**config.mk**
```make
export PLATFORM = sky130hd
export DESIGN_NAME = csf_ctrl
export DESIGN_NICKNAME = d
export VERILOG_FILES = /design/src/hdl/csf_pkg.sv /design/src/hdl/csf_ctrl.sv /design/src/hdl/csf_div.sv
export SDC_FILE = /design/constraint.sdc
export NUM_CORES = 1
export LEC_CHECK = 0
export ABC_AREA = 1
export BUFFER_PORTS_ARGS = -buffer_cell sky130_fd_sc_hd__buf_2
export CAP_MARGIN = 20
export CORE_MARGIN = 4
export CORE_UTILIZATION = 45
export CTS_CLUSTER_SIZE = 12
export DETAILED_ROUTE_END_ITERATION = 10
export PLACE_DENSITY = 0.73
export SLEW_MARGIN = 20
export SYNTH_ARGS = -nofsm -noshare
export SYNTH_HDL_FRONTEND = slang
export SYNTH_HIERARCHICAL = 1
export SYNTH_SLANG_ARGS = --single-unit
```
**constraint.sdc**
```tcl
create_clock -name clk -period 1.8 [get_ports clk]
set_input_delay 0.36 -clock clk [delete_from_list [all_inputs] [get_ports clk]]
set_output_delay 0.36 -clock clk [all_outputs]
set_load 0.01 [all_outputs]
```
**src/hdl/csf_pkg.sv**
```systemverilog
package csf_pkg;

  // Bus clock
  localparam int unsigned CSF_CLK_PERIOD_NS = 25;

  // Register byte offsets
  localparam logic [3:0] CSF_OFS_SYNTH = 4'h0;
  localparam logic [3:0] CSF_OFS_STATUS = 4'h4;

  // Synthesizer control register layout and reset value
  localparam logic [15:0] CSF_SYNTH_RST = 16'h3f00;
  localparam int unsigned CSF_W_BIT = 15;
  localparam int unsigned CSF_X_BIT = 14;
  localparam int unsigned CSF_Y_MSB = 13;
  localparam int unsigned CSF_Y_LSB = 8;
  localparam int unsigned CSF_LOCK_BIT = 3;

  // Status register layout
  localparam int unsigned CSF_STS_RELOCK_BIT = 0;
  localparam int unsigned CSF_STS_BYPASS_BIT = 1;
  localparam int unsigned CSF_STS_PORHOLD_BIT = 2;
  localparam int unsigned CSF_STS_RAWLOCK_BIT = 3;

  // Relock blanking time after a feedback change, least time rounded up
  localparam int unsigned CSF_RELOCK_NS = 1000;
  localparam int unsigned CSF_RELOCK_CYC = (CSF_RELOCK_NS + CSF_CLK_PERIOD_NS - 1) / CSF_CLK_PERIOD_NS;

  // Reference divisor of the frequency equation
  localparam int unsigned CSF_FREF_DIV = 128;

  // Pin synchroniser depth
  localparam int unsigned CSF_SYNC_STAGES = 2;

  // Lock tracking states
  typedef enum logic [3:0] {
    CSF_LS_HUNT = 4'b0001,
    CSF_LS_BLANK = 4'b0010,
    CSF_LS_LOCKED = 4'b0100,
    CSF_LS_BYPASS = 4'b1000
  } csf_lock_state_t;

endpackage

```
**src/hdl/csf_ctrl.sv**
```systemverilog
// What this block does
// - System clock is VCO over four, or over two with post-divide set.
// - Writing new prescaler or modulus starts a relock interval before lock returns.
// - Post-divide change alone alters clock rate at once, no relock.
// - Control register shows the current lock state in a readable flag.
// - Power-up reset stays asserted until the synthesizer reports lock, or until bypass is strapped.
// - Clock equals reference/128 times 4(modulus+1) times 2^(2W+X).
// - Control register resets to 3f00, giving 8.388 MHz from 4.194 MHz.
// - Modulus and prescaler form the feedback multiplier, up to 256.
// - Any comparator input change drops lock; flag shows it until relocked.
// - Clock source strap sampled in reset enables the synthesizer or selects bypass mode.
module csf_ctrl
  import csf_pkg::*;
#(
  parameter int unsigned RELOCK_CYC = CSF_RELOCK_CYC
) (
  input wire logic clk,
  input wire logic rst,
  input wire logic [3:0] avs_address,
  input wire logic avs_read,
  input wire logic avs_write,
  input wire logic [31:0] avs_writedata,
  input wire logic [3:0] avs_byteenable,
  output logic [31:0] avs_readdata,
  output logic avs_waitrequest,
  input wire logic pll_lock_in,
  input wire logic vco_clk_in,
  input wire logic clock_source_strap,
  output logic [5:0] fb_modulus,
  output logic fb_prescale_hi,
  output logic post_div_sel,
  output logic [8:0] fb_loop_mult,
  output logic [11:0] fsys_mult_x128,
  output logic sys_clk_out,
  output logic pll_enable,
  output logic relock_busy,
  output logic dev_rst_out
);

  // Elaboration check on the relock count
  if (RELOCK_CYC < 1 || RELOCK_CYC > 4096) begin : g_bad_relock
    $error("RELOCK_CYC must lie in 1..4096");
  end

  localparam logic [12:0] RELOCK_LOAD = 13'(RELOCK_CYC);

  // Pin synchronisers: lock detector, VCO and strap
  localparam int unsigned NPIN = 3;
  logic [NPIN-1:0] pin_raw;
  logic [NPIN-1:0] pin_s1_ff;
  logic [NPIN-1:0] pin_s2_ff;
  logic lock_s;
  logic vco_s;
  logic strap_s;

  assign pin_raw = {clock_source_strap, vco_clk_in, pll_lock_in};

  for (genvar gi = 0; gi < NPIN; gi++) begin : g_sync
    always_ff @(posedge clk) begin
      pin_s1_ff[gi] <= pin_raw[gi];
      pin_s2_ff[gi] <= pin_s1_ff[gi];
    end
  end

  assign lock_s = pin_s2_ff[0];
  assign vco_s = pin_s2_ff[1];
  assign strap_s = pin_s2_ff[2];

  // VCO edge detect
  logic vco_d_ff;
  logic vco_edge;

  always_ff @(posedge clk) begin
    if (rst) begin
      vco_d_ff <= vco_s; // Follow the pin in reset so no false edge follows release
    end else begin
      vco_d_ff <= vco_s;
    end
  end

  assign vco_edge = vco_s & ~vco_d_ff;

  // Strap caught while reset is held, kept after release
  logic strap_ff;
  logic nxt_strap;

  always_comb begin
    nxt_strap = rst ? strap_s : strap_ff;
  end

  always_ff @(posedge clk) begin
    strap_ff <= nxt_strap;
  end

  // Avalon slave handshake: one wait cycle per access
  logic ack_ff;
  logic nxt_ack;
  logic req;
  logic wr_fire;
  logic rd_first;
  logic [31:0] rdata_ff;
  logic [31:0] nxt_rdata;

  assign req = avs_read | avs_write;
  assign avs_waitrequest = req & ~ack_ff;
  assign wr_fire = avs_write & ack_ff & (avs_address == CSF_OFS_SYNTH);
  assign rd_first = avs_read & ~ack_ff;

  always_comb begin
    nxt_ack = req & ~ack_ff;
  end

  always_ff @(posedge clk) begin
    if (rst) begin
      ack_ff <= 1'b0;
    end else begin
      ack_ff <= nxt_ack;
    end
  end

  // Synthesizer control fields
  logic w_ff;
  logic x_ff;
  logic [5:0] y_ff;
  logic nxt_w;
  logic nxt_x;
  logic [5:0] nxt_y;
  logic fb_change;

  // Only the upper byte lane holds writable fields; lock flag is never written
  always_comb begin
    nxt_w = w_ff;
    nxt_x = x_ff;
    nxt_y = y_ff;
    if (wr_fire && avs_byteenable[1]) begin
      nxt_w = avs_writedata[CSF_W_BIT];
      nxt_x = avs_writedata[CSF_X_BIT];
      nxt_y = avs_writedata[CSF_Y_MSB:CSF_Y_LSB];
    end
  end

  assign fb_change = (nxt_w != w_ff) || (nxt_y != y_ff);

  always_ff @(posedge clk) begin
    if (rst) begin
      w_ff <= CSF_SYNTH_RST[CSF_W_BIT];
      x_ff <= CSF_SYNTH_RST[CSF_X_BIT];
      y_ff <= CSF_SYNTH_RST[CSF_Y_MSB:CSF_Y_LSB];
    end else begin
      w_ff <= nxt_w;
      x_ff <= nxt_x;
      y_ff <= nxt_y;
    end
  end

  // Lock tracking, relock blanking and power-up reset hold
  csf_lock_state_t state_ff;
  csf_lock_state_t nxt_state;
  logic [12:0] blank_ff;
  logic [12:0] nxt_blank;
  logic flag_ff;
  logic nxt_flag;
  logic por_ff;
  logic nxt_por;

  always_comb begin
    nxt_state = state_ff;
    nxt_blank = blank_ff;
    unique case (state_ff)
      CSF_LS_HUNT: begin
        if (!strap_ff) begin
          nxt_state = CSF_LS_BYPASS;
        end else if (fb_change) begin
          nxt_state = CSF_LS_BLANK;
          nxt_blank = RELOCK_LOAD;
        end else if (lock_s) begin
          nxt_state = CSF_LS_LOCKED;
        end
      end
      CSF_LS_BLANK: begin
        if (fb_change) begin
          nxt_blank = RELOCK_LOAD;
        end else if (blank_ff <= 13'h0001) begin
          nxt_state = CSF_LS_HUNT;
          nxt_blank = 13'h0000;
        end else begin
          nxt_blank = blank_ff - 13'h0001;
        end
      end
      CSF_LS_LOCKED: begin
        if (fb_change) begin
          nxt_state = CSF_LS_BLANK;
          nxt_blank = RELOCK_LOAD;
        end else if (!lock_s) begin
          nxt_state = CSF_LS_HUNT;
        end
      end
      CSF_LS_BYPASS: begin
        nxt_state = CSF_LS_BYPASS;
      end
    endcase
    nxt_flag = (nxt_state == CSF_LS_LOCKED);
    nxt_por = por_ff & ~((nxt_state == CSF_LS_LOCKED) || (nxt_state == CSF_LS_BYPASS));
  end

  always_ff @(posedge clk) begin
    if (rst) begin
      state_ff <= CSF_LS_HUNT;
      blank_ff <= 13'h0000;
      flag_ff <= 1'b0;
      por_ff <= 1'b1;
    end else begin
      state_ff <= nxt_state;
      blank_ff <= nxt_blank;
      flag_ff <= nxt_flag;
      por_ff <= nxt_por;
    end
  end

  // Frequency products from the control fields
  logic [8:0] loop_ff;
  logic [8:0] nxt_loop;
  logic [11:0] mult_ff;
  logic [11:0] nxt_mult;

  always_comb begin
    nxt_loop = 9'(({3'h0, y_ff} + 9'h001) << {w_ff, 1'b0});
    nxt_mult = 12'(({6'h00, y_ff} + 12'h001) << ({1'b0, w_ff, x_ff} + 3'h2));
  end

  always_ff @(posedge clk) begin
    if (rst) begin
      loop_ff <= 9'h000;
      mult_ff <= 12'h000;
    end else begin
      loop_ff <= nxt_loop;
      mult_ff <= nxt_mult;
    end
  end

  // Read data captured in the wait cycle, unmapped reads return zero
  always_comb begin
    nxt_rdata = rdata_ff;
    if (rd_first) begin
      nxt_rdata = 32'h0000_0000;
      if (avs_address == CSF_OFS_SYNTH) begin
        nxt_rdata[CSF_W_BIT] = w_ff;
        nxt_rdata[CSF_X_BIT] = x_ff;
        nxt_rdata[CSF_Y_MSB:CSF_Y_LSB] = y_ff;
        nxt_rdata[CSF_LOCK_BIT] = flag_ff;
      end else if (avs_address == CSF_OFS_STATUS) begin
        nxt_rdata[CSF_STS_RELOCK_BIT] = (state_ff == CSF_LS_BLANK);
        nxt_rdata[CSF_STS_BYPASS_BIT] = ~strap_ff;
        nxt_rdata[CSF_STS_PORHOLD_BIT] = por_ff;
        nxt_rdata[CSF_STS_RAWLOCK_BIT] = lock_s;
      end
    end
  end

  always_ff @(posedge clk) begin
    if (rst) begin
      rdata_ff <= 32'h0000_0000;
    end else begin
      rdata_ff <= nxt_rdata;
    end
  end

  // Output divider outside the feedback loop
  csf_div u_div (
    .clk(clk),
    .rst(rst),
    .vco_edge(vco_edge),
    .half_sel(x_ff),
    .sys_clk_out(sys_clk_out)
  );

  // Outputs to the analog loop and the device
  assign avs_readdata = rdata_ff;
  assign fb_modulus = y_ff;
  assign fb_prescale_hi = w_ff;
  assign post_div_sel = x_ff;
  assign fb_loop_mult = loop_ff;
  assign fsys_mult_x128 = mult_ff;
  assign pll_enable = strap_ff;
  assign relock_busy = (state_ff == CSF_LS_BLANK);
  assign dev_rst_out = por_ff;

  // Checks on the control logic
  AST_RESET_VALUE: assert property (@(posedge clk) disable iff (rst)
    $fell(rst) |-> ({w_ff, x_ff, y_ff} == CSF_SYNTH_RST[15:8]))
    else $error("control fields not at reset value");
  AST_FB_RELOCK: assert property (@(posedge clk) disable iff (rst)
    (fb_change && state_ff != CSF_LS_BYPASS) |=> (state_ff == CSF_LS_BLANK) && !flag_ff)
    else $error("feedback change did not start relock");
  AST_BLANK_HOLD: assert property (@(posedge clk) disable iff (rst)
    (RELOCK_CYC >= 8 && $rose(state_ff == CSF_LS_BLANK)) |-> (!flag_ff && relock_busy) [*8])
    else $error("relock interval ended too soon");
  AST_POSTDIV_NO_RELOCK: assert property (@(posedge clk) disable iff (rst)
    (wr_fire && !fb_change && state_ff == CSF_LS_LOCKED && lock_s) |=> flag_ff && !relock_busy)
    else $error("post-divide change disturbed lock");
  AST_FLAG_READ: assert property (@(posedge clk) disable iff (rst)
    (rd_first && avs_address == CSF_OFS_SYNTH) |=> (avs_readdata[CSF_LOCK_BIT] == $past(flag_ff)))
    else $error("read lock flag mismatch");
  AST_POR_RELEASE: assert property (@(posedge clk) disable iff (rst)
    $fell(por_ff) |-> (flag_ff || !strap_ff))
    else $error("reset released without lock");
  AST_LOCK_LOSS: assert property (@(posedge clk) disable iff (rst)
    (state_ff == CSF_LS_LOCKED && !lock_s) |=> !flag_ff ##1 (!flag_ff || lock_s))
    else $error("lock loss not shown");
  AST_FLAG_CAUSE: assert property (@(posedge clk) disable iff (rst)
    $rose(flag_ff) |-> $past(lock_s) && $past(state_ff == CSF_LS_HUNT))
    else $error("lock flag rose without lock");
  AST_MULT: assert property (@(posedge clk) disable iff (rst)
    (!$past(rst) && $stable({w_ff, x_ff, y_ff})) |-> (fsys_mult_x128 == (({6'h00, y_ff} + 12'h001) << (2 + 2 * w_ff + x_ff))))
    else $error("frequency product wrong");
  AST_LOOP_MAX: assert property (@(posedge clk) disable iff (rst)
    (!$past(rst) && $stable({w_ff, y_ff})) |-> (fb_loop_mult == ((9'(y_ff) + 9'h001) << (w_ff ? 2 : 0))))
    else $error("feedback multiplier wrong");
  AST_BYPASS: assert property (@(posedge clk) disable iff (rst)
    (state_ff == CSF_LS_BYPASS) |-> (!pll_enable && !flag_ff && !dev_rst_out))
    else $error("bypass mode inconsistent");

endmodule

```
**src/hdl/csf_div.sv**
```systemverilog
module csf_div
  import csf_pkg::*;
(
  input wire logic clk,
  input wire logic rst,
  input wire logic vco_edge,
  input wire logic half_sel,
  output logic sys_clk_out
);

  logic cnt_ff;
  logic nxt_cnt;
  logic out_ff;
  logic nxt_out;

  // Divide VCO edges by four, or by two when half select is set
  always_comb begin
    nxt_cnt = cnt_ff;
    nxt_out = out_ff;
    if (vco_edge) begin
      if (half_sel) begin
        nxt_cnt = 1'b0;
        nxt_out = ~out_ff;
      end else begin
        nxt_cnt = ~cnt_ff;
        if (cnt_ff) begin
          nxt_out = ~out_ff;
        end
      end
    end
  end

  // Register divider state
  always_ff @(posedge clk) begin
    if (rst) begin
      cnt_ff <= 1'b0;
      out_ff <= 1'b0;
    end else begin
      cnt_ff <= nxt_cnt;
      out_ff <= nxt_out;
    end
  end

  assign sys_clk_out = out_ff;

  // Checks on the output divider
  AST_QUARTER_HOLD: assert property (@(posedge clk) disable iff (rst)
    (vco_edge && !half_sel && !cnt_ff) |=> $stable(out_ff))
    else $error("divide by four toggled on the wrong edge");
  AST_HALF_TOGGLE: assert property (@(posedge clk) disable iff (rst)
    (vco_edge && half_sel) |=> (out_ff != $past(out_ff)))
    else $error("divide by two missed a toggle");

endmodule

```
==> metrics <==
GR Util met1=a little over a fifth; Power, Total=3.19 mW; WP data arrival=~2.1 ns; Pwr per Cell Area=roughly 750 nW/µm²; Seq/Total Area, Yosys=43.3%; Post-synth EDFFs=1; Post-synth ARST share=0%; Synth-to-Final Area Change=29.5%; number of nets in the layout=~580; H-tree depth=3; crit path time final=roughly 1.9 ns; CTS tree=yes; drt wl/cell=12.5 µm; endpoints failing setup=10; worst setup margin=-0.0913 ns; leakage=a little over 2 nW; cts hold-fix bufs=0; Fin. Hold Viols=0; drt drc=0; routed via count=3084; fin area=4280 µm²; Root Driver=clkbuf_8; critical path class=reg2reg; Critical Path RT=2.02 ns; Synth Warn #=6; critical path launch point type=flip-flop; Synth cell types=44; Ant. Diodes=0; Max rail drop VDD=roughly 550 µV; global-route wire length before repair=approximately 12000 µm; initial antenna violation count=1; GRT met3 Usage=5.37%; Post-Place Cells=609; initial core utilization=47.5%; setup TNS=-0.584 ns; Die Area=8770 µm²; gr usage total=17.8%; met2 Track Usage GR=30.1%; CTS sink cnt=71; Max-cap violations=0; pin count of the biggest net entering global routing=22; crit path capture type=flip-flop; Die X=between 90 and 100 µm; Register Area=1430 µm²; GRT busiest layer=met2; clk_lat worst skew=0.35 ns; filler instances=roughly 630; routed vias/inst=4.87; row count=30; status=finished, violations left; Final ANT Viol Nets=0; Die Height=93.7 µm; GPL Wtd Cong=0.835; Hold Path Class=in2reg; fin util=61.6%; Slew Limit Fails=0; period utilisation layout=105%; Post-Layout Cell Count=approximately 630; pre-CTS setup slack=-0.425 ns; commonest cells after routing, fill and taps aside=dfxtp_1 (69), buf_2 (65), nand2_1 (60), nor2_1 (48), inv_1 (43); WHS=0.104 ns; failing checks=setup timing; f_max=529 MHz; drt initial violations=139; Ports=113; CTS buffer count=9; worst-path maximum fanout=7; WL final=around 7900 µm; cell count after synthesis=approximately 430; Synth Cell Area=3300 µm²; Worst Skew=around 0.0097 ns; RSZ-0062 raised after global routing=true; DP HPWL=5570 µm; flop and latch count out of synthesis=71; Pre-antenna DRT Iters=4; Core Region=6940 µm²; PortBufs=65; area of the multi-input gates=1670 µm²; fraction of layout cells with a size suffix above 1=33.1%; Clock Path Buffers=2; Cell Area, Placed=3870 µm²; clock-pin slew on the worst setup and hold paths=0.09 ns; total grt overflow=0; Avg Cell Area, Syn=7.73 µm²; most frequent standard cell in the layout excluding fill and tap cells=dfxtp_1; main flop type after synthesis=dfxtp_1; number of global-route vias before repair=2807
flip-flops by register name, indices dropped and copies added (netlist names):
signal             cells
state_ff               4
dev_rst_out            1
strap_s                1
u_div/cnt_ff           1
post_div_sel           1
blank_ff              13
ack_ff                 1
flag_ff                1
avs_readdata          12
fb_loop_mult           9
vco_s                  1
pll_enable             1
vco_d_ff               1
u_div/sys_clk_out      1
fsys_mult_x128        12
lock_s                 1
pin_s1_ff              3
fb_prescale_hi         1
fb_modulus             6
timing repair:
action | in CTS | in global routing
cloned | 0 | 3
gates resized for setup | 8 | 37
setup buffers | 2 | 4
setup endpoints to repair | 11 | 13
pin swaps | 1 | 20
power breakdown:
group | switching [mW] | leakage (nW) | internal (mW)
clock | 0.671 | 0.0946 | 0.531
combinational | 0.205 | 1.39 | 0.125
sequential | 0.0301 | 0.582 | 1.62
total | 0.906 | 2.06 | 2.28
path summary, 6_finish.rpt:
path	start	end	slack [ns]	depth (start not counted)
max	ack_ff$_SDFF_PP0_	blank_ff[8]$_SDFFE_PP0P_	-0.09	11
min	vco_clk_in	pin_s1_ff[1]$_DFF_P_	0.10	1
max reg2reg	ack_ff$_SDFF_PP0_	blank_ff[8]$_SDFFE_PP0P_	-0.09	11
min reg2reg	pin_s1_ff[0]$_DFF_P_	lock_s$_DFF_P_	0.33	0
cell families after synthesis:
logic type                 synth area share, %
buffers and inverters                     13.0
xor gates and xnor gates                  3.71
other                                    0.114
and+or+nand+nor                           24.3
AOI/OAI and AO/OA                         14.3
DFF                                       43.3
adders and majority gates                 1.14
critical path, stage by stage (launching register included):
cell and delay [ns]:
dfxtp_2 0.36, nand3_4 0.12, nor2_4 0.24, nand3_1 0.10
nand2_1 0.09, nand3b_1 0.16, nor2_4 0.07, buf_6 0.13
a21oi_4 0.19, buf_6 0.15, buf_6 0.10, a211oi_2 0.05
per-layer routing:
metal / wire, µm / part of all wire [%]
met1: 3420 / 43
met2: 3830 / 48
met3: 545 / 6.9
met4: 108 / 1.4
met5: 19 / 0.24
area by class of cell:
cell class	instances	area share, %
Timing Repair Buffer	108	15.9
Sequential cell	71	33.5
Clock inverter	7	1.46
Clock buffer	9	2.90
Tap cell	96	2.81
Multi-Input combinational cell	293	39.2
Inverter	49	4.30
synthesized netlist by cell type (all sizes together), types with 2 or more instances:
cell type | instances | area [µm²]
o21ai | 21 | 116
a21oi | 26 | 138
nor2 | 55 | 226
clkbuf | 10 | 37.5
nor4 | 2 | 18.8
ha | 3 | 37.5
o22ai | 9 | 56.3
o21bai | 2 | 26.3
nand4 | 5 | 31.3
inv | 48 | 180
xnor2 | 6 | 52.6
nand3b | 2 | 15.0
a211oi | 5 | 57.6
nor3 | 10 | 55.1
buf | 27 | 209
dfxtp | 70 | 1400
nor3b | 2 | 20.0
xor2 | 8 | 70.1
o211ai | 7 | 52.6
nand2 | 74 | 283
nand3 | 28 | 145
Note: power is estimated with default switching activity, not from simulation.
